<file path="config.mk">
export PLATFORM = sky130hd
export DESIGN_NAME = tscs_top
export DESIGN_NICKNAME = d
export VERILOG_FILES = /design/src/rtl/tscs_pkg.sv /design/src/rtl/tscs_frame_cnt.sv /design/src/rtl/tscs_sync.sv /design/src/rtl/tscs_top.sv
export SDC_FILE = /design/constraint.sdc
export NUM_CORES = 1
export LEC_CHECK = 0
export ABC_CLOCK_PERIOD_IN_PS = 6700
export BUFFER_PORTS_ARGS = -buffer_cell sky130_fd_sc_hd__buf_4
export CORE_ASPECT_RATIO = 1.1
export CORE_UTILIZATION = 45
export CTS_CLUSTER_SIZE = 25
export DETAILED_ROUTE_END_ITERATION = 10
export PLACE_DENSITY = 0.76
export SLEW_MARGIN = 5
export SYNTH_ARGS = -nofsm -noshare
export SYNTH_HDL_FRONTEND = slang
export SYNTH_SLANG_ARGS = --single-unit
export TNS_END_PERCENT = 50
</file>
<file path="constraint.sdc">
create_clock -name core_clk -period 6.7 [get_ports core_clk]
set_input_delay 0 -clock core_clk [delete_from_list [all_inputs] [get_ports core_clk]]
set_output_delay 0 -clock core_clk [all_outputs]
set_load 0.05 [all_outputs]
</file>
<file path="src/rtl/tscs_pkg.sv">
// transmit sync/channel timing package: register map, fields, reset values
// assumes a 20 MHz core clock and 32-bit Avalon-MM register access
package tscs_pkg;
  // ****************************************
  // register map (byte offsets)
  // ****************************************
  localparam logic [3:0] TSCS_CTRL_OFS = 4'h0;
  localparam logic [3:0] TSCS_STAT_OFS = 4'h4;
  localparam logic [3:0] TSCS_BLK_OFS = 4'h8;
  localparam logic [3:0] TSCS_REFDIV_OFS = 4'hC;
  // ****************************************
  // control fields
  // ****************************************
  localparam int TSCS_E1_BIT = 0;
  localparam int TSCS_ES_BIT = 1;
  localparam int TSCS_FS_OUT_BIT = 2;
  localparam int TSCS_FS_MF_BIT = 3;
  localparam int TSCS_FS_DBL_BIT = 4;
  localparam int TSCS_SS_OUT_BIT = 5;
  localparam int TSCS_SIG_EN_BIT = 6;
  localparam int TSCS_GATED_BIT = 7;
  localparam logic [7:0] TSCS_CTRL_RST = 8'h00;
  localparam logic [31:0] TSCS_BLK_RST = 32'h0000_0000;
  // ****************************************
  // frame geometry
  // ****************************************
  localparam logic [4:0] TSCS_T1_LAST_TS = 5'h17;
  localparam logic [4:0] TSCS_E1_LAST_TS = 5'h1F;
  localparam logic [3:0] TSCS_T1_LAST_FR = 4'hB;
  localparam logic [3:0] TSCS_E1_LAST_FR = 4'hF;
  localparam logic [3:0] TSCS_T1_SIG_FR_A = 4'h5;
  localparam logic [3:0] TSCS_T1_SIG_FR_B = 4'hB;
  localparam logic [2:0] TSCS_LSB_POS = 3'h7;
  // ref clock edges per 8 kHz frame: 2048 kHz / 8 kHz
  localparam int TSCS_REF_KHZ = 2048;
  localparam int TSCS_FRAME_KHZ = 8;
  localparam logic [11:0] TSCS_REFDIV_RST = 12'(TSCS_REF_KHZ / TSCS_FRAME_KHZ);
endpackage : tscs_pkg

</file>
<file path="src/rtl/tscs_frame_cnt.sv">
// bit / timeslot / frame position counter of the transmit frame
// assumes adv and align are one-cycle pulses on clk
`timescale 1ns/10ps
`default_nettype none
module tscs_frame_cnt
  import tscs_pkg::*;
(
  input wire logic clk,
  input wire logic rst_n,
  input wire logic e1_mode,
  input wire logic adv,
  input wire logic align,
  input wire logic align_mf,
  output logic fbit,
  output logic [2:0] bit_pos,
  output logic [4:0] ts,
  output logic [3:0] frame
);
  logic fbit_reg, fbit_next;
  logic [2:0] bit_reg, bit_next;
  logic [4:0] ts_reg, ts_next;
  logic [3:0] fr_reg, fr_next;
  logic [4:0] last_ts;
  logic [3:0] last_fr;
  always_comb begin
    last_ts = e1_mode ? TSCS_E1_LAST_TS : TSCS_T1_LAST_TS;
    last_fr = e1_mode ? TSCS_E1_LAST_FR : TSCS_T1_LAST_FR;
    fbit_next = fbit_reg;
    bit_next = bit_reg;
    ts_next = ts_reg;
    fr_next = fr_reg;
    if (align) begin
      // t1 frames open with the framing bit, e1 frames with timeslot 0
      fbit_next = !e1_mode;
      bit_next = '0;
      ts_next = '0;
      if (align_mf) begin
        fr_next = '0;
      end
    end else if (adv) begin
      if (fbit_reg) begin
        fbit_next = 1'b0;
      end else if (bit_reg == TSCS_LSB_POS) begin
        bit_next = '0;
        if (ts_reg >= last_ts) begin
          ts_next = '0;
          fbit_next = !e1_mode;
          fr_next = (fr_reg >= last_fr) ? 4'h0 : fr_reg + 4'h1;
        end else begin
          ts_next = ts_reg + 5'h01;
        end
      end else begin
        bit_next = bit_reg + 3'h1;
      end
    end
  end
  always_ff @(posedge clk or negedge rst_n) begin
    if (!rst_n) begin
      fbit_reg <= 1'b1;
      bit_reg <= '0;
      ts_reg <= '0;
      fr_reg <= '0;
    end else begin
      fbit_reg <= fbit_next;
      bit_reg <= bit_next;
      ts_reg <= ts_next;
      fr_reg <= fr_next;
    end
  end
  assign fbit = fbit_reg;
  assign bit_pos = bit_reg;
  assign ts = ts_reg;
  assign frame = fr_reg;
endmodule : tscs_frame_cnt
`default_nettype wire

</file>
<file path="src/rtl/tscs_sync.sv">
// two-flop synchroniser bank with rise/fall pulses
// assumes inputs are asynchronous to clk and much slower than it
`timescale 1ns/10ps
`default_nettype none
module tscs_sync #(
  parameter int W = 1
) (
  input wire logic clk,
  input wire logic rst_n,
  input wire logic [W-1:0] d,
  output logic [W-1:0] q,
  output logic [W-1:0] rise,
  output logic [W-1:0] fall
);
  logic [W-1:0] s1_reg;
  logic [W-1:0] s2_reg;
  logic [W-1:0] s3_reg;
  always_ff @(posedge clk or negedge rst_n) begin
    if (!rst_n) begin
      s1_reg <= '0;
      s2_reg <= '0;
      s3_reg <= '0;
    end else begin
      s1_reg <= d;
      s2_reg <= s1_reg;
      s3_reg <= s2_reg;
    end
  end
  assign q = s2_reg;
  assign rise = s2_reg & ~s3_reg;
  assign fall = ~s2_reg & s3_reg;
endmodule : tscs_sync
`default_nettype wire

</file>
<file path="src/rtl/tscs_top.sv">
// transmit sync, signaling sample and channel block/clock pins
// assumes link clocks are far slower than core_clk (sampled, not used as clocks)
`timescale 1ns/10ps
`default_nettype none
module tscs_top
  import tscs_pkg::*;
(
  input wire logic core_clk,
  input wire logic rst_n,
  input wire logic [3:0] avs_address,
  input wire logic avs_read,
  input wire logic avs_write,
  input wire logic [31:0] avs_writedata,
  output logic [31:0] avs_readdata,
  output logic avs_waitrequest,
  input wire logic tx_line_clock,
  input wire logic tx_backplane_clock,
  input wire logic backplane_ref_clock,
  input wire logic tx_frame_sync_in,
  output logic tx_frame_sync_out,
  output logic tx_frame_sync_oe,
  input wire logic tx_system_sync_in,
  output logic tx_system_sync_out,
  output logic tx_system_sync_oe,
  input wire logic tx_signaling_in,
  output logic sig_bit,
  output logic sig_strobe,
  output logic tx_channel_block,
  output logic tx_channel_clock
);
  // ****************************************
  // pin synchronisers
  // ****************************************
  // order: sig, ssync, fsync, ref, bp, line
  logic [5:0] pin_q, pin_rise, pin_fall;
  tscs_sync #(.W(6)) u_sync (
    .clk(core_clk),
    .rst_n(rst_n),
    .d({tx_signaling_in, tx_system_sync_in, tx_frame_sync_in,
        backplane_ref_clock, tx_backplane_clock, tx_line_clock}),
    .q(pin_q),
    .rise(pin_rise),
    .fall(pin_fall)
  );
  logic line_r, bp_r, ref_r, act_r, act_f, act_q;
  logic [7:0] ctrl_reg, ctrl_next;
  logic es_on, e1_on;
  assign es_on = ctrl_reg[TSCS_ES_BIT];
  assign e1_on = ctrl_reg[TSCS_E1_BIT];
  assign line_r = pin_rise[0];
  assign bp_r = pin_rise[1];
  assign ref_r = pin_rise[2];
  // elastic store selects which clock paces the frame
  assign act_r = es_on ? bp_r : line_r;
  assign act_f = es_on ? pin_fall[1] : pin_fall[0];
  assign act_q = es_on ? pin_q[1] : pin_q[0];
  // ****************************************
  // register slave
  // ****************************************
  logic [31:0] blk_reg, blk_next;
  logic [11:0] refdiv_reg, refdiv_next;
  logic wait_reg, wait_next;
  logic [31:0] rdata_reg, rdata_next;
  logic req, wr_now;
  logic fbit;
  logic [2:0] bit_pos;
  logic [4:0] ts;
  logic [3:0] frame;
  assign req = avs_read | avs_write;
  // a write lands on the single cycle waitrequest is low
  assign wr_now = avs_write & !wait_reg;
  always_comb begin
    ctrl_next = ctrl_reg;
    blk_next = blk_reg;
    refdiv_next = refdiv_reg;
    wait_next = !(req && wait_reg);
    rdata_next = rdata_reg;
    if (wr_now) begin
      case (avs_address)
        TSCS_CTRL_OFS: ctrl_next = avs_writedata[7:0];
        TSCS_BLK_OFS: blk_next = avs_writedata;
        TSCS_REFDIV_OFS: refdiv_next = avs_writedata[11:0];
        default: ctrl_next = ctrl_reg;
      endcase
    end
    if (avs_read && wait_reg) begin
      case (avs_address)
        TSCS_CTRL_OFS: rdata_next = {24'h000000, ctrl_reg};
        TSCS_STAT_OFS: rdata_next = {16'h0000, frame, fbit, bit_pos, ts, act_q, 2'h0};
        TSCS_BLK_OFS: rdata_next = blk_reg;
        TSCS_REFDIV_OFS: rdata_next = {20'h00000, refdiv_reg};
        default: rdata_next = 32'h0000_0000;
      endcase
    end
  end
  always_ff @(posedge core_clk or negedge rst_n) begin
    if (!rst_n) begin
      ctrl_reg <= TSCS_CTRL_RST;
      blk_reg <= TSCS_BLK_RST;
      refdiv_reg <= TSCS_REFDIV_RST;
      wait_reg <= 1'b1;
      rdata_reg <= 32'h0000_0000;
    end else begin
      ctrl_reg <= ctrl_next;
      blk_reg <= blk_next;
      refdiv_reg <= refdiv_next;
      wait_reg <= wait_next;
      rdata_reg <= rdata_next;
    end
  end
  assign avs_waitrequest = wait_reg;
  assign avs_readdata = rdata_reg;
  // ****************************************
  // frame position
  // ****************************************
  logic fs_in_pulse, ss_in_pulse, align;
  logic fs_seen_reg, fs_seen_next, ss_seen_reg, ss_seen_next;
  // sync pins are taken as levels at the pacing clock's rise, so a pulse launched
  // on the falling edge is seen; a pin held high aligns the frame only once
  always_comb begin
    fs_seen_next = line_r ? pin_q[3] : fs_seen_reg;
    ss_seen_next = bp_r ? pin_q[4] : ss_seen_reg;
  end
  always_ff @(posedge core_clk or negedge rst_n) begin
    if (!rst_n) begin
      fs_seen_reg <= 1'b0;
      ss_seen_reg <= 1'b0;
    end else begin
      fs_seen_reg <= fs_seen_next;
      ss_seen_reg <= ss_seen_next;
    end
  end
  // frame sync input is honoured only while its pin is an input
  assign fs_in_pulse = !ctrl_reg[TSCS_FS_OUT_BIT] && !es_on && line_r && pin_q[3]
      && !fs_seen_reg;
  // system sync input ignored without elastic store, far side holds it low
  assign ss_in_pulse = !ctrl_reg[TSCS_SS_OUT_BIT] && es_on && bp_r && pin_q[4]
      && !ss_seen_reg;
  assign align = fs_in_pulse | ss_in_pulse;
  tscs_frame_cnt u_cnt (
    .clk(core_clk),
    .rst_n(rst_n),
    .e1_mode(e1_on),
    .adv(act_r),
    .align(align),
    .align_mf(ctrl_reg[TSCS_FS_MF_BIT]),
    .fbit(fbit),
    .bit_pos(bit_pos),
    .ts(ts),
    .frame(frame)
  );
  // ****************************************
  // sync outputs
  // ****************************************
  logic fs_out_reg, fs_out_next, fs_oe_reg, ss_oe_reg;
  logic ss_out_reg, ss_out_next;
  logic [11:0] ref_cnt_reg, ref_cnt_next;
  logic fr_start, fr_second, sig_frame;
  assign fr_start = e1_on ? (!fbit && ts == 5'h00 && bit_pos == 3'h0) : fbit;
  assign fr_second = !e1_on && !fbit && ts == 5'h00 && bit_pos == 3'h0;
  assign sig_frame = frame == TSCS_T1_SIG_FR_A || frame == TSCS_T1_SIG_FR_B;
  always_comb begin
    fs_out_next = fs_out_reg;
    ss_out_next = ss_out_reg;
    ref_cnt_next = ref_cnt_reg;
    if (line_r) begin
      if (ctrl_reg[TSCS_FS_MF_BIT]) begin
        fs_out_next = fr_start && frame == 4'h0;
      end else begin
        fs_out_next = fr_start ||
          (ctrl_reg[TSCS_FS_DBL_BIT] && fr_second && sig_frame);
      end
    end
    if (ref_r) begin
      // one reference period high once per frame period
      ref_cnt_next = (ref_cnt_reg >= refdiv_reg - 12'h001) ? 12'h000 : ref_cnt_reg + 12'h001;
      ss_out_next = ref_cnt_reg == 12'h000;
    end
  end
  always_ff @(posedge core_clk or negedge rst_n) begin
    if (!rst_n) begin
      fs_out_reg <= 1'b0;
      ss_out_reg <= 1'b0;
      ref_cnt_reg <= 12'h000;
      fs_oe_reg <= 1'b0;
      ss_oe_reg <= 1'b0;
    end else begin
      fs_out_reg <= fs_out_next;
      ss_out_reg <= ss_out_next;
      ref_cnt_reg <= ref_cnt_next;
      fs_oe_reg <= ctrl_reg[TSCS_FS_OUT_BIT];
      ss_oe_reg <= ctrl_reg[TSCS_SS_OUT_BIT];
    end
  end
  assign tx_frame_sync_out = fs_out_reg;
  assign tx_frame_sync_oe = fs_oe_reg;
  assign tx_system_sync_out = ss_out_reg;
  assign tx_system_sync_oe = ss_oe_reg;
  // ****************************************
  // signaling sample, channel block and clock
  // ****************************************
  logic sig_bit_reg, sig_bit_next, sig_stb_reg, sig_stb_next;
  logic blk_out_reg, blk_out_next, chclk_reg, chclk_next, blk_lvl;
  assign blk_lvl = !fbit && blk_reg[ts];
  always_comb begin
    sig_bit_next = sig_bit_reg;
    sig_stb_next = 1'b0;
    blk_out_next = blk_out_reg;
    chclk_next = chclk_reg;
    if (ctrl_reg[TSCS_SIG_EN_BIT] && act_f) begin
      sig_bit_next = pin_q[5];
      sig_stb_next = 1'b1;
    end
    if (act_r) begin
      blk_out_next = blk_lvl;
    end
    // gated mode follows the sampled clock level, so it lags the pin by the sync delay
    if (ctrl_reg[TSCS_GATED_BIT]) begin
      chclk_next = act_q && blk_out_reg;
    end else if (act_r) begin
      chclk_next = !fbit && bit_pos == TSCS_LSB_POS;
    end
  end
  always_ff @(posedge core_clk or negedge rst_n) begin
    if (!rst_n) begin
      sig_bit_reg <= 1'b0;
      sig_stb_reg <= 1'b0;
      blk_out_reg <= 1'b0;
      chclk_reg <= 1'b0;
    end else begin
      sig_bit_reg <= sig_bit_next;
      sig_stb_reg <= sig_stb_next;
      blk_out_reg <= blk_out_next;
      chclk_reg <= chclk_next;
    end
  end
  assign sig_bit = sig_bit_reg;
  assign sig_strobe = sig_stb_reg;
  assign tx_channel_block = blk_out_reg;
  assign tx_channel_clock = chclk_reg;
endmodule : tscs_top
`default_nettype wire

</file>
==> metrics.yaml, run 1 <==
clkTransAtPathRegs_ns: 0.06
worst_pin_slew_ns: 1.20
fp.dieArea_um2: 14900
synth_fp_nets: 639
startpoint: "refdiv_reg[3]"
syn_area_um2: 6500
ys_ff_latch: 135
synth_area_per_cell_um2: 11.4
drive_above_1_share: 0.288
slowest_delay_ns: 0.59
nNetsFinal: 764
r2r_slack_ns: 3.56
multiInputGateArea_um2: 2940
regArea_um2: 3380
ff2ff_path_depth: 9
cts_max_path_buffers: 2
cp_slowest_cell: "a221oi_1"
crit_arrival_ns: 3.49
crit_fanout: 8
max_clock_freq_ghz: 0.318
power_leakage_nw: 3.86
yosysWarnings: 0
core_um2: 14000
slew_headroom: 0.199
grt_antenna_before_repair: 0
setup_viol: 0
start_util: 0.466
grt_pass1_vias: 4973
wl_um: 15800
crit_chain: "nor4_1 > nand2_1 > nor4_1 > xnor2_1 > ha_1 > and4_1 > a221oi_1 > a21oi_1 > nor2_1"
power.density_nw_per_um2: 313
async_reset_ff_frac: 1.00
fillers: 1135
io_pins: 87
htree_levels: 4
gp_congestion: 0.855
hold_viol: 0
root_buffer: "clkbuf_16"
end_kind: "register"
grt_max_degree: 85
dp_hpwl_um: 11200
hold-worst-slack_ns: 0.0340
cts_tree: "done"
drt-initial-drc-count: 386
rsz0062_at_grt: "false"
grt_usage: 0.225
critical_path_required_ns: 7.04
synth-edff-count: 0
syn_inst: 568
die_h_um: 128
timing.rr.start: "refdiv_reg[3]"
drv_slew: 0
final_antenna_net_count: 0
finalCritPeriodShare: 0.469
clock-sinks: 135
min_path_cells: 4
r2r_end: "ref_cnt_reg[6]"
clkLatencyLatePin_ns: 0.42
die-width_um: 117
grt_overflow: 0
yosys.cell_types.count: 54
tns_ns: 0
final_common_cell: "dfrtp_1"
critPathLaunchType: "register"
max-vdd-ir-drop_mv: 0.175
diodes: 0
io_buffer_count: 86
grt_pass1_wl_um: 25200
routedWlPerCell_um: 17.7
synth_flop_cell: "dfrtp_1"
dr.pass1.iters: 7
area_delta_synth_final_pct: 27.9
skew_ns: 0.00412
yosysSeqAreaShare: 0.520
hold_start: "avs_address[0]"
vias_per_cell: 5.51
cts_inserted_buffers: 17
drcViolationCount: 0
rows: 45
period_needed_ns: 3.14
critical_path_class: "reg -> reg"
maxCapViolCount: 0
holdPathEnd: "avs_readdata[8]"
mostFrequentLayoutCells: "dfrtp_1 (132), buf_4 (90), nand2_1 (69)"
min_path_type: "in -> reg"
status: "complete, no violations"
critPathMostFrequentCell: "nor4_1"
num_vias: 4928
## kinds of logic (layout without fill, tap and decap cells)
kind of cell    Yosys count  count (layout)  synth area share
buf+inv                  44             182            0.0277
xor+xnor                 18              18            0.0243
mux                      78              78             0.155
simple gates            185             185             0.140
compound gates           83              83            0.0851
flops                   135             135             0.520
fa+ha+maj                25              25            0.0481
## area by class of cell
cell class,count,share of cell area
sequential,135,0.407
multi-input combinational,389,0.353
timing repair buffer,132,0.132
clock buffer,22,0.0570
tap,188,0.0283
clock inverter,10,0.0143
inverter,18,0.00813
## power by group
part	leakage (nW)	switching [mW]	total (mW)	internal [mW]
clock network	0.283	0.346	0.924	0.578
registers	1.75	0.136	1.08	0.945
logic	1.83	0.325	0.597	0.271
total	3.86	0.808	2.60	1.79
## how the worst max path moves through the flow
stage	to	slack [ns]	depth (start not counted)
4_1_cts	ref_cnt_reg[6]	3.58	9
3_5_place_dp	ref_cnt_reg[6]	3.60	9
2_1_floorplan	ref_cnt_reg[10]	4.09	8
3_3_place_gp	ref_cnt_reg[9]	3.82	9
5_1_grt	ref_cnt_reg[6]	3.36	9
6_report	ref_cnt_reg[6]	3.56	9
## per-stage QoR
step	instance area, um^2	power (mW)	util	setup WS [ns]	instances
6_report	8310	2.60	0.595	3.56	894
5_1_grt	8310	2.72	0.595	3.36	894
4_1_cts	8310	2.62	0.595	3.58	894
3_5_place_dp	7310	1.67	0.523	3.60	821
3_3_place_gp	7310	1.63	0.523	3.82	821
2_1_floorplan	6500	1.45	-	4.09	568
## synth_stat cells (2+ instances only)
| master | count | area share |
|---|---|---|
| nor4b_1 | 3 | 0.0040 |
| a21oi_1 | 17 | 0.013 |
| xor2_1 | 8 | 0.011 |
| or4b_1 | 2 | 0.0031 |
| o22ai_1 | 3 | 0.0029 |
| a31oi_1 | 6 | 0.0058 |
| nor3b_1 | 2 | 0.0023 |
| and3_1 | 2 | 0.0019 |
| nor2b_1 | 6 | 0.0058 |
| o21a_1 | 2 | 0.0023 |
| a22o_1 | 6 | 0.0081 |
| nor2_1 | 38 | 0.022 |
| o211ai_1 | 2 | 0.0023 |
| buf_2 | 6 | 0.0046 |
| buf_1 | 2 | 0.0012 |
| nor3_1 | 7 | 0.0054 |
| xnor2_1 | 10 | 0.013 |
| nand3b_1 | 4 | 0.0046 |
| nand2b_1 | 4 | 0.0038 |
| clkbuf_1 | 17 | 0.0098 |
| dfstp_2 | 3 | 0.012 |
| a221oi_1 | 6 | 0.0081 |
| ha_1 | 25 | 0.048 |
| mux4_2 | 12 | 0.042 |
| o21ai_0 | 23 | 0.018 |
| o31ai_1 | 2 | 0.0023 |
| nand4_1 | 2 | 0.0019 |
| nor4_1 | 4 | 0.0038 |
| and2_1 | 2 | 0.0019 |
| mux2i_1 | 5 | 0.0077 |
| and4_1 | 2 | 0.0027 |
| dfrtp_1 | 132 | 0.51 |
| inv_1 | 18 | 0.010 |
| nand3_1 | 32 | 0.025 |
| nand2_1 | 69 | 0.040 |
| a22oi_1 | 6 | 0.0069 |
| mux2_2 | 61 | 0.11 |
## routing by layer
layer	global-route usage	share of wire
met5	0	0
met4	0.0938	0.025
met3	0.0520	0.057
met2	0.371	0.49
met1	0.283	0.43
## critical path: cells and delay by family, from the launching register on
| family | cells | cell delay, ns |
|---|---|---|
| fa+ha+maj | 1 | 0.28 |
| xor+xnor | 1 | 0.20 |
| simple gates | 5 | 1.20 |
| compound gates | 2 | 0.94 |
| flops | 1 | 0.43 |
## repair_timing
action | 4_1_cts | 5_1_grt
hold buffers | 41 | 0
setup buffers | 0 | 0
hold endpoints to repair | 110 | 0
gates resized for setup | 0 | 0
Note: power is estimated with default switching activity, not from simulation.
==> inputs of run 2 (changes only) <==
Settings changed: ABC_CLOCK_PERIOD_IN_PS 6700 to 3200.
Clock period 6.7 ns to 3.2 ns, I/O delays scaled along.
==> run 2 against run 1 <==
  * Cell area rose by 0.32%
  * Core utilization rose by 0.19 points
  * Combinational power rose by 110%
  * Power rose by 110%
  * Cell count rose by 0.56%
  * Worst hold slack got worse by 0.0099 ns
  * Critical endpoint is now ref_cnt_reg[9]
==> metrics.yaml, run 2 (same netlist as run 1, synthesis figures left out) <==
crit_arrival_ns: 3.22  # -0.27 ns
cts_tree: "done"
worst-path-buf-inv: 0  # unchanged
pwr-share-clk: 0.349  # -0.006
critical_path_class: "reg -> reg"
final_antenna_net_count: 0  # unchanged
power_leakage_nw: 3.89  # +0.61%
drv_slew: 0  # unchanged
crit_fanout: 8  # unchanged
root_buffer: "clkbuf_16"
die_h_um: 128  # unchanged
grt_max_degree: 90  # +5.9%
wl_um: 15900  # +0.23%
skew_ns: 0.00564  # +0.00152 ns
final_common_cell: "dfrtp_1"
min_path_type: "in -> reg"
grt_usage: 0.227  # +0.00258
maxCapViolCount: 0  # unchanged
tns_ns: 0  # unchanged
combPwrFrac: 0.235  # +0.006
io_buffer_count: 86  # unchanged
htree_levels: 4  # unchanged
dr.pass1.iters: 5  # -2
drt-initial-drc-count: 377  # -2.3%
grt_overflow: 0  # unchanged
mostFrequentLayoutCells: "dfrtp_1 (132), buf_4 (95), nand2_1 (69)"
start_util: 0.466  # unchanged
clkLatencyLatePin_ns: 0.42  # about the same
routedWlPerCell_um: 17.6  # -0.33%
crit_chain: "or4_1 > nor3_1 > xnor2_1 > ha_1 > and4_1 > o2111ai_1 > a21oi_1 > nor2_1"
clkTransAtPathRegs_ns: 0.06  # about the same
max_clock_freq_ghz: 0.340  # +6.9%
vias_per_cell: 5.55  # +0.69%
clock-sinks: 135  # unchanged
cts_max_path_buffers: 2  # unchanged
switching_share: 0.312  # +0.00178
drive_above_1_share: 0.293  # +0.00501
core_um2: 14000  # unchanged
diodes: 0  # unchanged
period_needed_ns: 2.94  # -0.204 ns
finalCritPeriodShare: 0.918  # +0.449
grt_pass1_wl_um: 25300  # +0.66%
r2r_slack_ns: 0.26  # -3.30 ns
setup_viol: 0  # unchanged
drcViolationCount: 0  # unchanged
fp.dieArea_um2: 14900  # unchanged
p_seq_frac: 0.416  # about the same
cts_inserted_buffers: 17  # unchanged
max-vdd-ir-drop_mv: 0.348  # +99%
gp_congestion: 0.858  # +0.33%
die-width_um: 117  # unchanged
status: "complete, no violations"
rows: 45  # unchanged
placed_area_um2: 7350  # +0.51%
slew_headroom: 0.373  # +0.174
worst_pin_slew_ns: 0.933  # -0.268 ns
io_pins: 87  # unchanged
fin_area_um2: 8340  # +0.32%
cp_slowest_cell: "or4_1"
slowest_delay_ns: 0.56  # -0.03 ns
dp_hpwl_um: 11300  # +0.54%
power.density_nw_per_um2: 648  # +110%
nNetsFinal: 769  # +0.65%
area_delta_synth_final_pct: 28.3
grt_pass1_vias: 5028  # +1.1%
cts_setup_buffers: 0  # unchanged
critPathLaunchType: "register"
grt_antenna_before_repair: 0  # unchanged
end_kind: "register"
internal-power_mw: 3.72  # +110%
critical_path_required_ns: 3.48  # -3.56 ns
net-switching-power_mw: 1.69  # +110%
critical_path.top_delay_family: "simple AND/OR/NAND/NOR gates"
num_vias: 4990  # +1.3%
hold_viol: 0  # unchanged
## run 2: final cells by class
type / count / area [um^2]
Clock buffer: 21 / 450
Clock inverter: 11 / 125
Fill cell: 1143 / 5620
Inverter: 18 / 67.6
Multi-Input combinational cell: 389 / 2940
Sequential cell: 135 / 3380
Tap cell: 188 / 235
Timing Repair Buffer: 137 / 1130
## run 2: path summary, 6_finish.rpt
| kind | from | cells after the start | end |
|---|---|---|---|
| max in group asynchronous | rst_n | 3 | u_cnt.fbit |
| hold / removal | avs_address[0] | 4 | avs_readdata[1] |
| min in group asynchronous | rst_n | 2 | avs_readdata[12] |
| hold reg to reg | u_sync.s1_reg[4] | 0 | u_sync.q[4] |
| setup / recovery | refdiv_reg[6] | 8 | ref_cnt_reg[9] |
| setup reg to reg | refdiv_reg[6] | 8 | ref_cnt_reg[9] |
## run 2: tightest hold or removal path, delay by kind of cell
| family | cells | cell delay, ns |
|---|---|---|
| AO/OA/AOI/OAI | 1 | 0.10 |
| buffers and inverters | 1 | 0.10 |
| AND/OR/NAND/NOR | 2 | 0.20 |
## run 2: timing repair
action,4_1_cts,5_1_grt
hold buffers,41,0
gates resized for setup,0,1
setup endpoints to repair,0,11
endpoints found under the hold margin,145,0
## run 2: metal layers
metal	routed length (um)	track usage	vias up
li1	-	-	2294
met1	6610	0.290	2457
met2	7690	0.367	206
met3	1120	0.0582	33
met4	438	0.0961	0
met5	0	0	-
## run 2: power groups by stage
stage / registers [mW] / clock network (mW) / logic [mW]
2_1_floorplan: 2.39 / 0 / 0.652
3_5_place_dp: 2.27 / 0 / 1.22
4_1_cts: 2.24 / 1.92 / 1.27
6_report: 2.25 / 1.89 / 1.27
3_3_place_gp: 2.25 / 0 / 1.17
5_1_grt: 2.28 / 2.00 / 1.38
## run 2: stage by stage
stage                     worst slack [ns]  hold slack [ns]  total power, mW  instances  utilization
after floorplan                      0.588           -0.296             3.04        568            -
after CTS                            0.176           0.0121             5.43        899        0.597
after detailed placement             0.200            0.111             3.49        826        0.526
final                                0.262           0.0241             5.41        899        0.597
after global routing              -0.00130           0.0465             5.67        899        0.597
after global placement               0.341            0.110             3.43        826        0.526
==> inputs of run 3 (changes only) <==
Settings changed: CORE_UTILIZATION 45 to 33, PLACE_DENSITY 0.76 to 0.62.
==> run 3 against run 2 <==
  * Die area up 36%
  * Cell count up 6.7%
  * Maximum frequency up 7.2%
  * Non-clock buffer count up 1
  * Core utilization down 16 points
  * First-iteration DRC count down 26%
  * Sequential share of layout area down 0.50 points
  * Sequential power about the same
  * Critical endpoint is now ref_cnt_reg[7]
==> metrics.yaml, run 3 (same netlist as run 1, synthesis figures left out) <==
start_util: 0.338  # -0.128
wl_um: 16400  # +3.2%
core_um2: 19200  # +38%
routedWlPerCell_um: 17.1  # -3.3%
crit_chain: "nor4_1 > nand2_1 > nor4_1 > xnor2_1 > ha_1 > and4_1 > o2111ai_1 > a21oi_2 > nor2_1"
grt_pass1_vias: 5075  # +0.93%
period_needed_ns: 2.74  # -0.198 ns
status: "complete, no violations"
diodes: 0  # unchanged
max_clock_freq_ghz: 0.365  # +7.2%
grt_usage: 0.172  # -0.0551
cp_slowest_cell: "dfrtp_1"
die_h_um: 149  # +17%
setup_viol: 0  # unchanged
critical_path.top_delay_family: "simple AND/OR/NAND/NOR gates"
clkTransAtPathRegs_ns: 0.06  # about the same
clkLatencyLatePin_ns: 0.42  # about the same
grt_antenna_before_repair: 0  # unchanged
skew_ns: 0.0103  # +0.00462 ns
fin_area_um2: 8440  # +1.3%
critPathLaunchType: "register"
drv_slew: 0  # unchanged
final_antenna_net_count: 0  # unchanged
gp_congestion: 0.869  # +1.3%
clock-sinks: 135  # unchanged
htree_levels: 4  # unchanged
dp_hpwl_um: 12000  # +6.3%
critPathMostFrequentCell: "nor4_1"
maxCapViolCount: 0  # unchanged
finalCritPeriodShare: 0.856  # -0.0619
rsz0062_at_grt: "false"
drt-initial-drc-count: 278  # -26%
critical_path_class: "reg -> reg"
dr.pass1.iters: 5  # unchanged
worst_pin_slew_ns: 0.861  # -0.0717 ns
io_pins: 87  # unchanged
tns_ns: 0  # unchanged
fp.dieArea_um2: 20300  # +36%
slowest_delay_ns: 0.43  # -0.13 ns
die-width_um: 136  # +16%
cts_inserted_buffers: 17  # unchanged
rows: 53  # +18%
cts_max_path_buffers: 2  # unchanged
hold-worst-slack_ns: 0.0607  # +0.0366 ns
grt_pass1_wl_um: 26500  # +4.5%
io_buffer_count: 86  # unchanged
drive_above_1_share: 0.292  # -0.000411
max-vdd-ir-drop_mv: 0.405  # +17%
grt_overflow: 0  # unchanged
power.density_nw_per_um2: 651  # +0.36%
hold_viol: 0  # unchanged
placed_area_um2: 7430  # +1.1%
end_kind: "register"
slew_headroom: 0.421  # +0.0482
area_delta_synth_final_pct: 29.9
num_vias: 4905  # -1.7%
power_leakage_nw: 3.90  # +0.36%
mostFrequentLayoutCells: "dfrtp_1 (132), buf_4 (96), nand2_1 (69)"
power_mw: 5.49  # +1.6%
min_path_type: "in -> reg"
critical_path_required_ns: 3.49  # about the same
cts_tree: "done"
worst-path-buf-inv: 0  # unchanged
vias_per_cell: 5.11  # -7.9%
crit_fanout: 8  # unchanged
nNetsFinal: 770  # +0.13%
final_common_cell: "dfrtp_1"
root_buffer: "clkbuf_16"
drcViolationCount: 0  # unchanged
crit_arrival_ns: 3.03  # -0.19 ns
grt_max_degree: 79  # -12%
## run 3: worst paths after layout
kind                             startpoint          endpoint  slack [ns]  cells after the start
max                           refdiv_reg[3]    ref_cnt_reg[7]        0.46                      9
min                          avs_address[0]   avs_readdata[7]        0.06                      3
max reg2reg                   refdiv_reg[3]    ref_cnt_reg[7]        0.46                      9
min reg2reg                u_sync.s1_reg[5]       u_sync.q[5]        0.35                      0
max in group asynchronous             rst_n        u_cnt.fbit        2.06                      3
min in group asynchronous             rst_n  avs_readdata[31]        0.19                      2
## run 3: worst reg2reg max path, cell delays in order (launching register included)
cell	delay, ns
dfrtp_1	0.43
nor4_1	0.38
nand2_1	0.15
nor4_1	0.24
xnor2_1	0.12
ha_1	0.30
and4_1	0.21
o2111ai_1	0.27
a21oi_2	0.41
nor2_1	0.10
## run 3: per-layer routing
metal	global-route usage	vias up	routed length (um)
met2	0.288	155	7920
li1	-	2304	-
met3	0.0336	23	861
met4	0.0640	0	337
met5	0	-	0
met1	0.219	2423	7250
## run 3: metrics by stage
step / utilization / cells / setup WS [ns]
3_5_place_dp: 0.386 / 886 / 0.306
5_1_grt: 0.439 / 959 / 0.159
6_report: 0.439 / 959 / 0.460
4_1_cts: 0.439 / 959 / 0.273
2_1_floorplan: - / 568 / 0.588
3_3_place_gp: 0.386 / 886 / 0.367
## run 3: repair_timing
item                                    CTS  global route
hold endpoints to repair                134             0
resized for setup                         0             1
setup buffers                             0             0
hold buffers                             41             0
endpoints found under the setup margin    0             8
## run 3: report_power, final
part / internal (mW) / switching, mW / total, mW
Combinational: 0.568 / 0.695 / 1.26
Clock: 1.28 / 0.699 / 1.98
Sequential: 1.98 / 0.268 / 2.25
Total: 3.83 / 1.66 / 5.49
## run 3: final cells by class
| class | instances | area [um^2] |
|---|---|---|
| repair buffers | 138 | 1140 |
| clock inverters | 8 | 120 |
| clock buffers | 24 | 482 |
| well taps | 247 | 309 |
| fillers | 1802 | 10800 |
| flip-flops and latches | 135 | 3380 |
| multi-input cells | 389 | 2940 |
| inverters | 18 | 67.6 |
